File: config.mk
export PLATFORM = sky130hd
export DESIGN_NAME = suvm_monitor
export DESIGN_NICKNAME = d
export VERILOG_FILES = /design/src/rtl/suvm_pkg.sv /design/src/rtl/suvm_monitor.sv
export SDC_FILE = /design/constraint.sdc
export NUM_CORES = 1
export LEC_CHECK = 0
export BUFFER_PORTS_ARGS = -buffer_cell sky130_fd_sc_hd__buf_4
export CORE_UTILIZATION = 40
export DETAILED_ROUTE_END_ITERATION = 8
export PLACE_DENSITY_LB_ADDON = 0.15
export SYNTH_ARGS = -nofsm -noshare
export SYNTH_HDL_FRONTEND = slang
export SYNTH_SLANG_ARGS = --single-unit
File: constraint.sdc
create_clock -name i_clk_sys -period 3.5 [get_ports i_clk_sys]
set_input_delay 0.7 -clock i_clk_sys [delete_from_list [all_inputs] [get_ports i_clk_sys]]
set_output_delay 0.7 -clock i_clk_sys [all_outputs]
set_load 0.01 [all_outputs]
File: src/rtl/suvm_pkg.sv
// package: register map, field layout and state codes of the supply lockout monitor
package suvm_pkg;

  // ****************************************
  // register offsets
  // ****************************************
  localparam logic [7:0] SUVM_ADDR_IRQ_STATUS_TWO = 8'h1A;
  localparam logic [7:0] SUVM_ADDR_IRQ_STATUS_TWO_MASK = 8'h22;
  localparam logic [7:0] SUVM_ADDR_SUPPLY_CHECK_COMPARATOR = 8'hB3;

  // ****************************************
  // field positions and reset values
  // ****************************************
  localparam int SUVM_BIT_HYST_FAIL = 3;
  localparam int SUVM_BIT_ACTION = 14;
  localparam int SUVM_OFF_THR_LSB = 4;
  localparam int SUVM_ON_THR_LSB = 0;
  localparam logic [2:0] SUVM_OFF_THR_RST = 3'h2;
  localparam logic [2:0] SUVM_ON_THR_RST = 3'h5;
  localparam logic SUVM_ACTION_RST = 1'h0;

  // ****************************************
  // power states
  // ****************************************
  typedef enum logic [1:0] {
    SUVM_ST_BACKUP = 2'b00,
    SUVM_ST_OFF = 2'b01,
    SUVM_ST_ACTIVE = 2'b10,
    SUVM_ST_HIBERNATE = 2'b11
  } suvm_state_e;

endpackage : suvm_pkg

File: src/rtl/suvm_monitor.sv
// module: supply undervoltage lockout monitor with power state machine and hysteresis irq
// Overview of operation
// RULE1: supplies below lockout force backup state
// RULE2: backup to off only above lockout
// RULE3: active, hibernate, off fall to backup
// RULE4: off to active only above startup
// RULE5: below shutdown threshold sets failure flag
// RULE6: bit 14 selects irq only or shutdown
// RULE7: shutdown threshold bits 6:4, reset 010
// RULE8: startup threshold bits 2:0, reset 101
// RULE9: thresholds writable only when key unlocked
// RULE10: flag set on rising edge, read clears
// RULE11: mask bit 3 blocks system interrupt
// RULE12: unmasked flag drives system interrupt
// RULE13: software keeps startup above shutdown
// RULE14: comparator outputs synchronised before use
`timescale 1ns/1ps
`default_nettype none

module suvm_monitor
  import suvm_pkg::*;
(
  // clock and reset
  input wire logic i_clk_sys,
  input wire logic i_rst_n,
  // analog comparators, asynchronous, high while supply is above the level
  input wire logic i_line_above_lockout,
  input wire logic i_line_above_startup,
  input wire logic i_line_above_shutdown,
  // power requests from the sequencer
  input wire logic i_req_start,
  input wire logic i_req_hibernate,
  input wire logic i_req_wake,
  input wire logic i_req_off,
  // security key state
  input wire logic i_key_unlocked,
  // register port
  input wire logic [7:0] i_reg_addr,
  input wire logic i_reg_wr,
  input wire logic i_reg_rd,
  input wire logic [15:0] i_reg_wdata,
  output logic [15:0] o_reg_rdata,
  // threshold codes to the comparators and status
  output logic [2:0] o_shutdown_threshold,
  output logic [2:0] o_startup_threshold,
  output logic [1:0] o_power_state,
  output logic o_system_irq
);

  // ****************************************
  // comparator synchronisers
  // ****************************************
  logic [2:0] sync1_ff;
  logic [2:0] sync2_ff;
  logic [2:0] nxt_sync1;
  logic [2:0] nxt_sync2;
  logic [1:0] valid_ff;
  logic [1:0] nxt_valid;
  logic sync_valid;
  logic lockout_ok;
  logic startup_ok;
  logic shutdown_ok;

  always_comb begin
    nxt_sync1 = {i_line_above_shutdown, i_line_above_startup, i_line_above_lockout};
    nxt_sync2 = sync1_ff;
    nxt_valid = {valid_ff[0], 1'h1};
  end

  // reset value treats every supply as low until sampled
  always_ff @(posedge i_clk_sys) begin
    if (!i_rst_n) begin
      sync1_ff <= 3'h0;
      sync2_ff <= 3'h0;
      valid_ff <= 2'h0;
    end else begin
      sync1_ff <= nxt_sync1;
      sync2_ff <= nxt_sync2; // RULE14
      valid_ff <= nxt_valid;
    end
  end

  assign lockout_ok = sync2_ff[0];
  assign startup_ok = sync2_ff[1];
  assign shutdown_ok = sync2_ff[2];
  assign sync_valid = valid_ff[1];

  // ****************************************
  // registers and interrupt flag
  // ****************************************
  logic action_ff;
  logic [2:0] off_thr_ff;
  logic [2:0] on_thr_ff;
  logic flag_ff;
  logic mask_ff;
  logic below_prev_ff;
  logic nxt_action;
  logic [2:0] nxt_off_thr;
  logic [2:0] nxt_on_thr;
  logic nxt_flag;
  logic nxt_mask;
  logic nxt_below_prev;
  logic below_shutdown;
  logic fail_rise;

  function automatic logic hit(input logic [7:0] addr, input logic [7:0] target);
    hit = (addr == target);
  endfunction : hit

  always_comb begin
    // the synchroniser reset value reads as below; without this gate
    // every reset would raise a false failure edge
    below_shutdown = sync_valid && !shutdown_ok;
    fail_rise = below_shutdown && !below_prev_ff;
    nxt_below_prev = below_shutdown;
    nxt_action = action_ff;
    nxt_off_thr = off_thr_ff;
    nxt_on_thr = on_thr_ff;
    nxt_mask = mask_ff;
    nxt_flag = flag_ff;
    if (i_reg_wr && hit(i_reg_addr, SUVM_ADDR_SUPPLY_CHECK_COMPARATOR)) begin
      nxt_action = i_reg_wdata[SUVM_BIT_ACTION]; // RULE6
      if (i_key_unlocked) begin // RULE9
        nxt_off_thr = i_reg_wdata[SUVM_OFF_THR_LSB +: 3]; // RULE7
        nxt_on_thr = i_reg_wdata[SUVM_ON_THR_LSB +: 3]; // RULE8
      end
    end
    if (i_reg_wr && hit(i_reg_addr, SUVM_ADDR_IRQ_STATUS_TWO_MASK)) begin
      nxt_mask = i_reg_wdata[SUVM_BIT_HYST_FAIL];
    end
    // read clears, but a new edge in the same cycle wins
    if (i_reg_rd && hit(i_reg_addr, SUVM_ADDR_IRQ_STATUS_TWO)) begin
      nxt_flag = 1'b0; // RULE10
    end
    if (fail_rise) begin
      nxt_flag = 1'b1; // RULE5 RULE10
    end
  end

  always_ff @(posedge i_clk_sys) begin
    if (!i_rst_n) begin
      action_ff <= SUVM_ACTION_RST;
      off_thr_ff <= SUVM_OFF_THR_RST;
      on_thr_ff <= SUVM_ON_THR_RST;
      mask_ff <= 1'b0;
      flag_ff <= 1'b0;
      below_prev_ff <= 1'b0;
    end else begin
      action_ff <= nxt_action;
      off_thr_ff <= nxt_off_thr;
      on_thr_ff <= nxt_on_thr;
      mask_ff <= nxt_mask;
      flag_ff <= nxt_flag;
      below_prev_ff <= nxt_below_prev;
    end
  end

  assign o_shutdown_threshold = off_thr_ff;
  assign o_startup_threshold = on_thr_ff;
  assign o_system_irq = flag_ff && !mask_ff; // RULE11 RULE12

  // read data is registered so the port comes from flip-flops
  logic [15:0] rdata_ff;
  logic [15:0] nxt_rdata;

  always_comb begin
    nxt_rdata = 16'h0000;
    if (i_reg_rd) begin
      if (hit(i_reg_addr, SUVM_ADDR_IRQ_STATUS_TWO)) begin
        nxt_rdata[SUVM_BIT_HYST_FAIL] = flag_ff;
      end else if (hit(i_reg_addr, SUVM_ADDR_IRQ_STATUS_TWO_MASK)) begin
        nxt_rdata[SUVM_BIT_HYST_FAIL] = mask_ff;
      end else if (hit(i_reg_addr, SUVM_ADDR_SUPPLY_CHECK_COMPARATOR)) begin
        nxt_rdata[SUVM_BIT_ACTION] = action_ff;
        nxt_rdata[SUVM_OFF_THR_LSB +: 3] = off_thr_ff;
        nxt_rdata[SUVM_ON_THR_LSB +: 3] = on_thr_ff;
      end
    end
  end

  always_ff @(posedge i_clk_sys) begin
    if (!i_rst_n) begin
      rdata_ff <= 16'h0000;
    end else begin
      rdata_ff <= nxt_rdata;
    end
  end

  assign o_reg_rdata = rdata_ff;

  // ****************************************
  // power state machine
  // ****************************************
  suvm_state_e state_ff;
  suvm_state_e nxt_state;

  always_comb begin
    nxt_state = state_ff;
    unique case (state_ff)
      SUVM_ST_BACKUP: begin
        if (lockout_ok) begin
          nxt_state = SUVM_ST_OFF; // RULE2
        end
      end
      SUVM_ST_OFF: begin
        if (i_req_start && startup_ok) begin
          nxt_state = SUVM_ST_ACTIVE; // RULE4
        end
      end
      SUVM_ST_ACTIVE: begin
        if (i_req_off || (fail_rise && action_ff)) begin
          nxt_state = SUVM_ST_OFF; // RULE6
        end else if (i_req_hibernate) begin
          nxt_state = SUVM_ST_HIBERNATE;
        end
      end
      SUVM_ST_HIBERNATE: begin
        if (i_req_off || (fail_rise && action_ff)) begin
          nxt_state = SUVM_ST_OFF; // RULE6
        end else if (i_req_wake) begin
          nxt_state = SUVM_ST_ACTIVE;
        end
      end
    endcase
    // lockout overrides every other transition
    if (!lockout_ok) begin
      nxt_state = SUVM_ST_BACKUP; // RULE1 RULE3
    end
  end

  always_ff @(posedge i_clk_sys) begin
    if (!i_rst_n) begin
      state_ff <= SUVM_ST_BACKUP;
    end else begin
      state_ff <= nxt_state;
    end
  end

  assign o_power_state = state_ff;

endmodule : suvm_monitor

`default_nettype wire

Word level (Yosys, flattened, before mapping)
Index checks and enable logic that the tools add are counted.
{"block": "word_totals", "elab_cells": 56, "ff_bits": 36, "out_inout_bits": 25, "input_bits": 36}
{"block": "op_classes", "bitwise": 3, "n_eq_ne": 9, "n_mux": 11, "reduce_logical": 19}
{"op": "2-bit 2-to-1 mux", "count": 5}
{"op": "8-bit by 5-bit equality test with 1-bit output, second input constant", "count": 1}
{"op": "8-bit by 6-bit equality test with 1-bit output, second input constant", "count": 1}
{"op": "8-bit equality test, second input constant", "count": 1}
{"op": "1-bit logical AND", "count": 8}
{"op": "2-bit case mux with 4 select lines", "count": 1}
{"op": "3-bit != test, second input constant", "count": 2}
{"op": "2-bit AND reduction", "count": 3}
{"op": "1-bit 2-to-1 mux", "count": 5}
{"op": "5-bit OR reduction", "count": 1}
{"op": "2-bit equality test, second input constant", "count": 2}
{"op": "1-bit logical NOT", "count": 3}
{"op": "1-bit NOT", "count": 3}
{"op": "3-bit AND reduction", "count": 1}
{"op": "2-bit by 1-bit equality test with 1-bit output, second input constant", "count": 1}
{"op": "2-bit logical NOT", "count": 1}
{"op": "2-bit != test, second input constant", "count": 1}
{"op": "2-bit nonzero test", "count": 1}
{"op": "1-bit logical OR", "count": 1}

Depth between registers and ports, before layout
{"block": "logic_depth", "depth_word": 7, "ltp_mapped": 3, "depth_no_buf": 3}

Worst setup path before layout
No wires, ideal clock.
{"block": "synth_path", "path_type": "in2reg", "start": "in i_reg_addr[2]", "end": "reg off_thr_ff[0], in the netlist o_shutdown_threshold[0]", "setup_ns": 0.072, "path_buffers": 0, "required_time_ns": 3.428, "setup_slack_ns": 1.785, "arrival_time_ns": 1.643, "cell_stages": 3, "path_cell_list": "or2_4 > nor4_4 > mux2i_1"}
{"block": "synth_via", "elab_chain_cells": 3}
{"item": "start: declaration", "line_no": "suvm_monitor.sv:38", "text": "input wire logic [7:0] i_reg_addr,"}
{"item": "8-bit equality test", "line_no": "suvm_monitor.sv:107", "text": "hit = (addr == target);"}
{"item": "1-bit logical AND", "line_no": "suvm_monitor.sv:121", "text": "if (i_reg_wr && hit(i_reg_addr, SUVM_ADDR_SUPPLY_CHECK_COMPARATOR)) begin"}
{"item": "2-bit AND reduction (no source line)"}
{"item": "end signal: assignment", "line_no": "suvm_monitor.sv:150", "text": "off_thr_ff <= nxt_off_thr;"}
{"item": "end: declaration", "line_no": "suvm_monitor.sv:92", "text": "logic [2:0] off_thr_ff;"}
Every way passes these cells.
A chain may end at the register's enable or synchronous reset.

Final worst setup path
Ends and elaborated chain as after synthesis.

==> flow_summary.toml <==
[outcome]
outcome = "finished, final reports clean"

[sta]
fin_crit_sh_pct = 47.4
clock.fmax_ghz = 0.603
rsz0062_at_grt = "false"
worst_pin_slew_ns = 0.608
max_slew_margin_pct = 59.2
tns_ns = 0
layout_min_cycle_time_ns = 1.66
layout_setup_ws_ns = 1.84
slew_violations = 0
fin_skew_ns = 0.00115
setup_viol = 0
finalHoldViolCount = 0

[placement]
gp_congestion = 0.647
port_buffers = 44
placed_area_um2 = 1410
dp.cells = 180
hpwl_um = 1490
pre_cts_ws_ns = 1.49

[floorplan]
dieWidth_um = 54.0
fp.dieH_um = 54.0
fp-row-count = 18
core_um2 = 2520
dieArea_um2 = 2920
initial_utilization_pct = 42.9
num_io_pins = 61

[critical_path]
endpoint = "o_shutdown_threshold[0]"
cp_max_fo = 6
cp_slowest_cell = "nor4_4"
r2r-start = "valid_ff[1]"
critPathLaunch = "i_reg_addr[2]"
path_cells = "buf_4, or2_4, nor4_4, mux2i_1"
arrival_ns = 1.91
cpPeakStageDelay_ns = 0.58
cp_num_buf_inv = 1
reg2reg_slack_ns = 2.38
critPathCaptureType = "flip-flop"
worstSetupPathType = "in -> reg"
cp.depth = 4
start_kind = "input port"
reg2reg_depth = 3
cp_top_family = "simple AND/OR/NAND/NOR gates"
r2r-end = "o_power_state[0]"
cp.required_ns = 3.76

[cts]
cts_buffer_depth = 2
hold_buffers = 0
post-cts-setup-buffers = 0
cts_tree = "done"
cts_made_buffers = 3
ctsResizeCount = 0
cts-root-buf = "clkbuf_4"
clkSinkCount = 28
cts_htree_levels = 1
clock_latency_ns = 0.32
cts.clk_slew.worst_paths_ns = 0.14

[detailed_routing]
ant_nets = 0
firstDrtPassIters = 4
drt_iter0_drc = 7
dr_total_vias = 864
postRouteWirelength_um = 1970
drc = 0
wl_per_cell_um = 10.8
via_per_inst = 4.72

[pwr]
vdd_drop_max_mv = 0.287
p_total_mw = 0.507
p_per_area_nw_per_um2 = 354
p_leak_nw = 0.631

[final_layout]
antenna_cells = 0
drive_above_1_share_pct = 32.7
design_area_um2 = 1430
fillCellCount = 243
syn_to_final_growth_pct = 32.3
fin_nets = 191
fin_cells = 183

[yosys]
yosysTopAreaCell = "dfxtp_1"
netlist_area_um2 = 1080
yosysMostFrequentCell = "dfxtp_1"
ys_warn_count = 0
synth_top_area_share_pct = 51.8
synthTopCellsByCount = "dfxtp_1, and2_1, nand2_1"
synth-async-reset-ratio_pct = 0
synth_edf_count = 0
ys_seq_area_share_pct = 51.8
syn_area_per_cell_um2 = 9.93
syn_inst = 109
synthDistinctLibCells = 27
ys_ff_latch = 28
synthTopCellsByArea = "dfxtp_1, and2_1, mux2i_1"
ys_dominant_reg_cell = "dfxtp_1"

[global_route]
grt_pass1_wl_um = 2880
grt_pass1_vias = 724
grt_max_degree = 24
track_usage_pct = 14.0
gr-total-overflow = 0
antenna_found_initial = 0

[flow_run]
cap_violations = 0

[hold_path]
hp-class = "reg -> reg"
[report_power, final]
group | internal, mW | switching [mW]
logic | 0.0294 | 0.0234
registers | 0.325 | 0.00200
clock network | 0.0403 | 0.0870
[registers in the layout, indices dropped and copies added (netlist names), 2 cells and up]
register	flops
nxt_sync2	3
o_power_state	2
o_reg_rdata	8
o_shutdown_threshold	3
o_startup_threshold	3
sync2_ff	3
valid_ff	2
[cell usage in the layout, fill, tap and decap left out, types with 2 or more instances in the layout]
| master | instances |
|---|---|
| a21oi_1 | 2 |
| and2_1 | 14 |
| buf_4 | 44 |
| clkbuf_4 | 3 |
| conb_1 | 8 |
| dfxtp_1 | 28 |
| inv_1 | 4 |
| mux2i_1 | 8 |
| nand2_1 | 14 |
| nand4b_1 | 2 |
| nor2_1 | 8 |
| nor3b_1 | 3 |
| nor4b_1 | 2 |
[metal layers]
metal | part of all wire (%) | vias to the layer above | global-route usage, %
met5 | 0 | - | 0
met3 | 5.9 | 4 | 3.39
met4 | 2.0 | 0 | 7.69
met2 | 52 | 28 | 26.1
li1 | - | 436 | -
met1 | 40 | 396 | 14.1
[layout make-up]
cell class | count | area, µm² | area share [%]
repair buffers | 44 | 330 | 23.1
clock buffers | 3 | 22.5 | 1.57
multi-input cells | 74 | 465 | 32.5
flip-flops and latches | 28 | 561 | 39.2
inverters | 4 | 15.0 | 1.05
well taps | 30 | 37.5 | 2.62
[cells by family (layout without fill, tap and decap cells)]
| logic type | after synthesis | count (layout) | share of synthesized area, % |
|---|---|---|---|
| buffers and inverters | 14 | 51 | 7.63 |
| AND/OR/NAND/NOR | 51 | 51 | 28.1 |
| other | 1 | 8 | 0.346 |
| AO/OA/AOI/OAI | 7 | 7 | 4.74 |
| flip-flops | 28 | 28 | 51.8 |
| multiplexers | 8 | 8 | 7.40 |
[stage by stage]
step           hold slack, ns  util [%]
2_1_floorplan           0.398         -
3_3_place_gp            0.409      55.9
3_5_place_dp            0.419      55.9
4_1_cts                 0.442      56.7
5_1_grt                 0.441      56.7
6_report                0.440      56.7
[worst min path at each step]
stage,start,endpoint,slack (ns),cells after the start
finish,sync2_ff[2],below_prev_ff,0.44,1
global route,sync2_ff[2],below_prev_ff,0.44,1
CTS,sync2_ff[2],below_prev_ff,0.44,1
detailed placement,nxt_sync2[0],sync2_ff[0],0.42,1
global placement,sync2_ff[2],below_prev_ff,0.41,1
floorplan,sync2_ff[2],below_prev_ff,0.40,1
Note: power is estimated with default switching activity, not from simulation.
